### config.mk
export PLATFORM = sky130hd
export DESIGN_NAME = module_map_regs
export DESIGN_NICKNAME = d
export VERILOG_FILES = /design/src/modmap_pkg.sv /design/src/desc_format.sv /design/src/module_map_regs.sv
export VERILOG_INCLUDE_DIRS = /design/src
export SDC_FILE = /design/constraint.sdc
export NUM_CORES = 2
export LEC_CHECK = 0
export BUFFER_PORTS_ARGS = -buffer_cell sky130_fd_sc_hd__clkbuf_2
export CAP_MARGIN = 20
export CORE_AREA = 2 2 480 482
export DETAILED_ROUTE_END_ITERATION = 7
export DIE_AREA = 0 0 482 484
export GPL_TIMING_DRIVEN = 1
export PLACE_DENSITY = 0.73
export SETUP_SLACK_MARGIN = 0.4
export SLEW_MARGIN = 0
export SYNTH_ARGS = -nofsm -noshare
export SYNTH_HDL_FRONTEND = slang
export SYNTH_HIERARCHICAL = 1
export SYNTH_SLANG_ARGS = --single-unit
export TNS_END_PERCENT = 30
### constraint.sdc
create_clock -name i_clk -period 5.35 [get_ports i_clk]
set_input_delay 0.2675 -clock i_clk [delete_from_list [all_inputs] [get_ports i_clk]]
set_output_delay 0.2675 -clock i_clk [all_outputs]
set_load 0.02 [all_outputs]
### src/modmap_map.svh
// Purpose: Offsets, field positions and key values of the module map bank
// Assumes: Register indices are word indices; byte address is index times four
// Notes:   Included by the bank and its descriptor formatter
`ifndef MODMAP_MAP_SVH
`define MODMAP_MAP_SVH

////////////////////////////////////////////////////////////////////////////////
// Register indices
`define IDX_BLOCK1      14'h2030
`define IDX_BLOCK2      14'h2031
`define IDX_BLOCK3      14'h2032
`define IDX_BLOCK4      14'h2033
`define IDX_CURSOR      14'h2038
`define IDX_COUNT       14'h2039
`define IDX_SWRST       14'h2040
`define IDX_FLFMT       14'h2041
`define IDX_EXTRACT     14'h2042
`define IDX_FACTORY     14'h2043
`define IDX_STATUS      14'h2044

////////////////////////////////////////////////////////////////////////////////
// Block geometry
`define BLK_WORDS       7'h40
`define BLK4_WORDS      7'h3F
`define FIRST_MODULE    8'h41
`define MEM_DEPTH       191

////////////////////////////////////////////////////////////////////////////////
// Descriptor field positions
`define DF_IN           0
`define DF_OUT          1
`define DF_SIZE_LO      8
`define DF_SIZE_HI      14
`define DF_DIGITAL      15

////////////////////////////////////////////////////////////////////////////////
// Command keys and bus answers
`define KEY_A           16'hAA55
`define KEY_B           16'h55AA
`define STATUS_REJ_BIT  4
`define RESP_OKAY       2'h0
`define RESP_SLVERR     2'h2

`endif

### src/modmap_pkg.sv
// Purpose: Types shared by the module map bank and its formatter
// Assumes: AXI4-Lite with 16-bit byte addresses and 32-bit data
// Notes:   All bank state except the descriptor memory lives in one packed struct
package modmap_pkg;

    typedef struct packed {
        logic        awvalid;
        logic [15:0] awaddr;
        logic [2:0]  awprot;
        logic        wvalid;
        logic [31:0] wdata;
        logic [3:0]  wstrb;
        logic        bready;
        logic        arvalid;
        logic [15:0] araddr;
        logic [2:0]  arprot;
        logic        rready;
    } axil_req_t;

    typedef struct packed {
        logic        awready;
        logic        wready;
        logic        bvalid;
        logic [1:0]  bresp;
        logic        arready;
        logic        rvalid;
        logic [31:0] rdata;
        logic [1:0]  rresp;
    } axil_rsp_t;

    typedef struct packed {
        logic        valid;
        logic [7:0]  module_num;
        logic        digital;
        logic        is_input;
        logic        is_output;
        logic [6:0]  size_bits;
        logic [15:0] raw_word;
    } desc_wr_t;

    typedef struct packed {
        logic factory;
        logic extract;
        logic flash_format;
        logic soft_reset;
    } cmd_t;

    typedef struct packed {
        axil_rsp_t       rsp;
        logic            aw_got;
        logic [13:0]     aw_idx;
        logic            w_got;
        logic [15:0]     w_data;
        logic [1:0]      w_strb;
        logic [2:0][6:0] cursor;
        cmd_t            pulse;
        cmd_t            pending;
        logic            key_reject;
    } modmap_state_t;

endpackage

### src/desc_format.sv
// Purpose: Builds the descriptor word of one I/O module
// Assumes: Digital modules carry no readable order number
// Notes:   Purely combinational
`include "modmap_map.svh"

module desc_format (
    input  wire modmap_pkg::desc_wr_t i_desc,
    output logic [15:0]               o_word
);
    import modmap_pkg::*;

    always_comb begin
        o_word = 16'h0000;
        if (i_desc.digital) begin
            o_word[`DF_IN]                   = i_desc.is_input;  // RULE4
            o_word[`DF_OUT]                  = i_desc.is_output; // RULE4
            o_word[`DF_SIZE_HI:`DF_SIZE_LO]  = i_desc.size_bits; // RULE4
            o_word[`DF_DIGITAL]              = 1'b1;             // RULE4
        end else begin
            // Complex modules report their own identity word
            o_word = i_desc.raw_word; // RULE5
        end
    end

endmodule

### src/module_map_regs.sv
// Purpose: Module descriptor blocks 2 to 4 and key-protected command registers
// Assumes: AXI4-Lite slave, one write and one read at a time
// Notes:   Descriptor blocks are read through per-block auto-advancing cursors
//
// Functional notes
// RULE1 - Block two returns one word per present module 65 to 128, up to 64 words.
// RULE2 - Block three returns one word per present module 129 to 192, up to 64 words.
// RULE3 - Block four returns one word per present module 193 to 255, up to 63 words.
// RULE4 - A digital module word has input bit 0, output bit 1, size in 14:8, marker 15.
// RULE5 - Digital modules show the coded word instead of an order number.
// RULE6 - Key 0xAA55 or 0x55AA at the reset command register starts a software reset.
// RULE7 - Key 0xAA55 or 0x55AA at the format command register reformats the flash.
// RULE8 - A valid key at the extract command register unpacks the web files to flash.
// RULE9 - Writing 0x55AA to the factory command register restores factory settings.
// RULE10 - Block one holds the controller word and modules 1 to 64, served elsewhere.
// RULE11 - Any other value written to a command register is ignored; the code still sets key_reject, read back at status bit 4.
`include "modmap_map.svh"

module module_map_regs #(
    parameter logic [6:0] BLK_WORDS  = `BLK_WORDS,
    parameter logic [6:0] BLK4_WORDS = `BLK4_WORDS
) (
    input  wire logic                  i_clk,
    input  wire logic                  i_srst,
    input  wire modmap_pkg::axil_req_t i_axi,
    output modmap_pkg::axil_rsp_t      o_axi,
    input  wire modmap_pkg::desc_wr_t  i_desc,
    input  wire logic [7:0]            i_module_count,
    input  wire modmap_pkg::cmd_t      i_cmd_done,
    output modmap_pkg::cmd_t           o_cmd_pulse,
    output modmap_pkg::cmd_t           o_cmd_pending
);
    import modmap_pkg::*;

    modmap_state_t s;
    modmap_state_t next_s;

    logic [15:0]   desc_mem [0:`MEM_DEPTH-1];
    logic [15:0]   desc_word;
    logic [7:0]    desc_slot;
    logic          desc_in_range;

    ////////////////////////////////////////////////////////////////////////////
    // Descriptor store
    desc_format u_format (
        .i_desc (i_desc),
        .o_word (desc_word)
    );

    // Module numbers below the first slot belong to block one
    assign desc_slot     = i_desc.module_num - `FIRST_MODULE; // RULE10
    assign desc_in_range = (i_desc.module_num >= `FIRST_MODULE);

    always_ff @(posedge i_clk) begin
        if (i_desc.valid && desc_in_range) begin
            desc_mem[desc_slot] <= desc_word;
        end
    end

    ////////////////////////////////////////////////////////////////////////////
    // Read decode helpers
    logic [13:0]   rd_idx;
    logic          rd_is_block;
    logic [1:0]    rd_blk;
    logic [6:0]    rd_cur;
    logic [6:0]    rd_lim;
    logic [7:0]    rd_module;
    logic [7:0]    rd_slot;
    logic          rd_present;
    logic [15:0]   rd_desc;

    always_comb begin
        rd_idx      = i_axi.araddr[15:2];
        rd_is_block = 1'b0;
        rd_blk      = 2'd0;
        if (rd_idx == `IDX_BLOCK2) begin
            rd_is_block = 1'b1; // RULE1
            rd_blk      = 2'd0;
        end else if (rd_idx == `IDX_BLOCK3) begin
            rd_is_block = 1'b1; // RULE2
            rd_blk      = 2'd1;
        end else if (rd_idx == `IDX_BLOCK4) begin
            rd_is_block = 1'b1; // RULE3
            rd_blk      = 2'd2;
        end
    end

    always_comb begin
        rd_cur     = s.cursor[rd_blk];
        rd_lim     = (rd_blk == 2'd2) ? BLK4_WORDS : BLK_WORDS; // RULE3
        // Each block starts 64 modules after the previous one
        rd_module  = `FIRST_MODULE + {rd_blk[1:0], 6'h00} + {1'b0, rd_cur}; // RULE1
        rd_slot    = rd_module - `FIRST_MODULE;
        rd_present = (rd_cur < rd_lim) && (rd_module <= i_module_count);
        rd_desc    = 16'h0000;
        if (rd_present) begin
            rd_desc = desc_mem[rd_slot]; // RULE2
        end
    end

    ////////////////////////////////////////////////////////////////////////////
    // Write decode helpers
    logic          wr_fire;
    logic          wr_full_word;
    logic          wr_key_any;
    logic          wr_key_factory;
    logic          wr_is_cmd;
    logic          wr_known;
    cmd_t          wr_cmd;

    always_comb begin
        wr_fire        = s.aw_got && s.w_got;
        wr_full_word   = (s.w_strb == 2'b11);
        wr_key_any     = wr_full_word && ((s.w_data == `KEY_A) || (s.w_data == `KEY_B));
        wr_key_factory = wr_full_word && (s.w_data == `KEY_B); // RULE9
        wr_cmd         = '0;
        wr_is_cmd      = 1'b0;
        wr_known       = 1'b0;
        if (s.aw_idx == `IDX_SWRST) begin
            wr_is_cmd          = 1'b1;
            wr_cmd.soft_reset  = wr_key_any; // RULE6
        end else if (s.aw_idx == `IDX_FLFMT) begin
            wr_is_cmd            = 1'b1;
            wr_cmd.flash_format  = wr_key_any; // RULE7
        end else if (s.aw_idx == `IDX_EXTRACT) begin
            wr_is_cmd       = 1'b1;
            wr_cmd.extract  = wr_key_any; // RULE8
        end else if (s.aw_idx == `IDX_FACTORY) begin
            wr_is_cmd       = 1'b1;
            wr_cmd.factory  = wr_key_factory; // RULE9
        end else if (s.aw_idx == `IDX_CURSOR) begin
            wr_known = 1'b1;
        end else if (s.aw_idx == `IDX_STATUS) begin
            wr_known = 1'b1;
        end else if (s.aw_idx == `IDX_COUNT) begin
            wr_known = 1'b1;
        end else if (s.aw_idx == `IDX_BLOCK2) begin
            wr_known = 1'b1;
        end else if (s.aw_idx == `IDX_BLOCK3) begin
            wr_known = 1'b1;
        end else if (s.aw_idx == `IDX_BLOCK4) begin
            wr_known = 1'b1;
        end
    end

    ////////////////////////////////////////////////////////////////////////////
    // Next state
    always_comb begin
        next_s       = s;
        next_s.pulse = '0;

        // Completion from the executing side clears pending; new command wins
        next_s.pending = s.pending & ~i_cmd_done;

        // Write address and data channels, taken in either order
        if (i_axi.awvalid && s.rsp.awready) begin
            next_s.aw_got      = 1'b1;
            next_s.aw_idx      = i_axi.awaddr[15:2];
            next_s.rsp.awready = 1'b0;
        end
        if (i_axi.wvalid && s.rsp.wready) begin
            next_s.w_got      = 1'b1;
            next_s.w_data     = i_axi.wdata[15:0];
            next_s.w_strb     = i_axi.wstrb[1:0];
            next_s.rsp.wready = 1'b0;
        end

        // Both halves present: act and answer
        if (wr_fire) begin
            next_s.aw_got     = 1'b0;
            next_s.w_got      = 1'b0;
            next_s.rsp.bvalid = 1'b1;
            next_s.rsp.bresp  = (wr_is_cmd || wr_known) ? `RESP_OKAY : `RESP_SLVERR;
            if (wr_is_cmd) begin
                // Wrong keys leave every command untouched
                next_s.pulse   = wr_cmd; // RULE11
                next_s.pending = next_s.pending | wr_cmd;
            end
            if (s.aw_idx == `IDX_CURSOR && s.w_strb[0]) begin
                next_s.cursor[0] = s.w_data[6:0];
                next_s.cursor[1] = s.w_data[6:0];
                next_s.cursor[2] = s.w_data[6:0];
            end
            if (s.aw_idx == `IDX_STATUS && s.w_strb[0] && s.w_data[`STATUS_REJ_BIT]) begin
                next_s.key_reject = 1'b0;
            end
            if (wr_is_cmd && (wr_cmd == '0)) begin
                next_s.key_reject = 1'b1; // RULE11
            end
        end

        // Write response taken: reopen both write channels
        if (s.rsp.bvalid && i_axi.bready) begin
            next_s.rsp.bvalid  = 1'b0;
            next_s.rsp.bresp   = `RESP_OKAY;
            next_s.rsp.awready = 1'b1;
            next_s.rsp.wready  = 1'b1;
        end

        // Read address taken: data next cycle, block cursor advances
        if (i_axi.arvalid && s.rsp.arready) begin
            next_s.rsp.arready = 1'b0;
            next_s.rsp.rvalid  = 1'b1;
            next_s.rsp.rresp   = `RESP_OKAY;
            next_s.rsp.rdata   = 32'h0000_0000;
            if (rd_is_block) begin
                next_s.rsp.rdata[15:0] = rd_desc;
                // Wraps so the next burst of reads starts at the first module
                if (rd_cur + 7'd1 >= rd_lim) begin
                    next_s.cursor[rd_blk] = 7'd0;
                end else begin
                    next_s.cursor[rd_blk] = rd_cur + 7'd1;
                end
            end else if (rd_idx == `IDX_CURSOR) begin
                next_s.rsp.rdata[20:0] = {s.cursor[2], s.cursor[1], s.cursor[0]};
            end else if (rd_idx == `IDX_COUNT) begin
                next_s.rsp.rdata[7:0] = i_module_count;
            end else if (rd_idx == `IDX_STATUS) begin
                next_s.rsp.rdata[4:0] = {s.key_reject, s.pending};
            end else if (rd_idx == `IDX_SWRST || rd_idx == `IDX_FLFMT) begin
                next_s.rsp.rdata = 32'h0000_0000;
            end else if (rd_idx == `IDX_EXTRACT || rd_idx == `IDX_FACTORY) begin
                next_s.rsp.rdata = 32'h0000_0000;
            end else begin
                next_s.rsp.rresp = `RESP_SLVERR;
            end
        end

        // Read data taken: accept the next read address
        if (s.rsp.rvalid && i_axi.rready) begin
            next_s.rsp.rvalid  = 1'b0;
            next_s.rsp.arready = 1'b1;
        end
    end

    ////////////////////////////////////////////////////////////////////////////
    // State register
    always_ff @(posedge i_clk) begin
        if (i_srst) begin
            s             <= '0;
            s.rsp.awready <= 1'b1;
            s.rsp.wready  <= 1'b1;
            s.rsp.arready <= 1'b1;
        end else begin
            s <= next_s;
        end
    end

    ////////////////////////////////////////////////////////////////////////////
    // Outputs
    assign o_axi         = s.rsp;
    assign o_cmd_pulse   = s.pulse;
    assign o_cmd_pending = s.pending;

endmodule

==> metrics.csv <==
metric,value,unit
status,"finished, final reports clean",
clkSlewWorstSetupHoldPaths,0.06,ns
holdPathEnd,desc_mem[40][3]$_DFFE_PP_,
final_max_slew_viol_count,0,
finalClockSkew,0.0453,ns
gp_congestion,0.961,
critPathMaxFanout,49,
tightest_slew,1.41,ns
max_clock_freq,196,MHz
io_pins,177,
grt_setup_unrepaired,true,
grt_pass1_wl,512000,um
viasPerCell,6.63,
layout-drive-gt1-share,21.6,%
hp-start,i_desc[3],
crit_type,reg2reg,
setup_violations,0,
synth_area,125000,um2
cts.sinks,3148,
hold_viol,0,
tns,0,ns
p_leak,44.9,nW
wirelength,361000,um
arrival,5.90,ns
die_h,484,um
overflow,0,
synth_top_cell_by_area,edfxtp_1,
layout.nets,7965,
fin_crit_sh,95.3,%
rr_endpoint,o_axi[16]$_SDFFE_PP0P_,
core.rowCount,176,
reg2regPathDepth,19,
avgRoutedWirePerCell,32.5,um
synth_common_cells,"3056 x edfxtp_1, 1131 x nand2_1, 517 x mux4_2",
synth_top_area_share,73.5,%
ant_nets,0,
synthArstFlopShare,0,%
core_area,229000,um2
antenna_found_initial,16,
p_per_area,348,nW/um2
cts_made_buffers,316,
root_buffer,clkbuf_16,
fin_util,62.4,%
hp-class,in2reg,
die_width,482,um
final.min_clock_period,5.10,ns
vias,73500,
synth-main-ff-cell,edfxtp_1,
synth.avg_cell_area,17.2,um2
synth_edf_count,3056,
h-tree-depth,5,
yosysSeqAreaShare,75.0,%
synth_cell_types,100,
grt_max_degree,192,
clkLatencyLatePin,0.97,ns
hpwl,215000,um
start_kind,flip-flop,
critPathRequiredTime,6.15,ns
synthCells,7238,
post_dp_cell_area,132000,um2
yosysWarnings,6,
dieArea,233000,um2
r2r_slack,0.25,ns
min_delay_path_depth,2,
max-slew-margin-rel,6.07,%
io_buffers,135,
ys_ff_latch,3148,
peakVddDrop,0.410,mV
end_kind,flip-flop,
synthTopCellsByArea,"edfxtp_1 74%, mux4_2 9.3%, nand2_1 3.4%, mux2i_1 1.6%, dfxtp_1 1.5%",
grt_pass1_vias,70900,
drt_first_iter_violations,11600,
initial_core_util,54.6,%
cts_tree,built,
fin_area,143000,um2
synthToLayoutAreaGrowth,14.2,%
first_pass_iters,7,
nFillCells,15500,
max-clock-path-buffers,4,
post-route-drc-count,0,
r2r-start,s[23]$_SDFF_PP0_,
crit_path_start,s[23]$_SDFF_PP0_,
drv_cap,0,
synth.most_common_cell,edfxtp_1,
track_usage,30.7,%
==> cell usage in the layout (no fill, tap or decap), types with 23 or more instances in the layout <==
master	count
a211oi_1	49
a21oi_1	236
a311oi_1	44
a31oi_1	118
a32oi_1	83
and3_1	53
buf_12	57
buf_4	498
bufinv_16	23
clkbuf_1	60
clkbuf_16	327
clkbuf_2	135
clkinv_1	69
clkinv_2	46
dfxtp_1	92
dlygate4sd3_1	57
edfxtp_1	3056
mux2i_1	202
mux4_2	517
nand2_1	1126
nand3_1	285
nor2_1	288
nor3_1	35
o21ai_0	62
o22ai_1	47
==> layout make-up <==
class / instances / area, um2 / area share, %
repair buffers: 753 / 6220 / 4.36
well taps: 3026 / 3790 / 2.66
clock buffers: 391 / 8450 / 5.93
clock inverters: 158 / 1350 / 0.944
diodes: 12 / 30.0 / 0.0211
flip-flops and latches: 3148 / 93600 / 65.7
multi-input cells: 3573 / 29000 / 20.3
inverters: 20 / 101 / 0.0711
==> cells by family (layout without fill, tap and decap cells) <==
family,after synthesis,after routing,share of synthesized area (%)
buf+inv,529,1322,2.22
other cells,1,25,0.00300
mux,745,745,11.2
fa+ha+maj,25,25,0.251
flops,3148,3148,75.0
compound gates,844,844,4.62
simple gates,1932,1932,6.59
xor+xnor,14,14,0.131
==> power by group <==
group,switching [mW],internal [mW]
clock network,9.09,12.3
registers,0.0399,27.2
logic,0.776,0.168
==> through the flow <==
stage | total power, mW | worst slack, ns | std cells | hold WS [ns]
detailed placement | 28.7 | -0.385 | 10500 | 0.451
floorplan | 28.2 | 0.402 | 7250 | 0.368
CTS | 49.6 | 0.499 | 11100 | 0.00288
global route | 50.6 | 0.390 | 11100 | 0.0473
finish | 49.6 | 0.253 | 11100 | 0.0488
global placement | 28.6 | -0.337 | 10500 | 0.443
==> repair_timing <==
action                     in CTS  in global routing
hold buffers                   57                  0
setup endpoints to repair       1                  2
resized for setup               1                  1
setup buffers                   0                  0
hold endpoints to repair       76                  0
==> worst max path at each step <==
stage | endpoint | slack [ns] | depth (start not counted)
finish | o_axi[16]$_SDFFE_PP0P_ | 0.25 | 19
CTS | o_axi[8]$_SDFFE_PP0P_ | 0.50 | 15
global placement | o_axi[8]$_SDFFE_PP0P_ | -0.34 | 21
detailed placement | o_axi[8]$_SDFFE_PP0P_ | -0.39 | 21
global route | o_axi[16]$_SDFFE_PP0P_ | 0.39 | 20
floorplan | o_axi[2]$_SDFFE_PP0P_ | 0.40 | 24
==> state kept, by name, indices dropped and copies added, names as in the netlist <==
name / cells
o_axi: 28
s: 56
o_cmd_pulse: 4
desc_mem: 3056
o_cmd_pending: 4
==> worst max-delay path, stage by stage (launching register included) <==
cell,delay (ns)
dfxtp_1,0.35
mux2i_1,0.33
o21a_4,0.24
inv_16,0.04
buf_4,0.19
ha_1,0.32
nor2_1,0.11
buf_4,0.18
a211o_2,0.32
nand2_8,0.16
buf_12,0.21
nand2_1,0.13
a21oi_1,0.08
buf_4,0.21
a221oi_1,0.54
a211oi_1,0.27
buf_4,0.21
nor4_1,0.66
buf_4,0.23
o22ai_1,0.07
==> per-layer routing <==
metal | vias up | part of all wire (%) | wire, um | GRT usage, %
met5 | - | 0.035 | 126 | 0
met3 | 940 | 13 | 48300 | 8.44
met4 | 14 | 5.7 | 20500 | 15.0
met1 | 37300 | 36 | 129000 | 42.5
li1 | 29700 | - | - | -
met2 | 5510 | 45 | 163000 | 45.3
No activity file was read; power rests on OpenSTA's default activity.
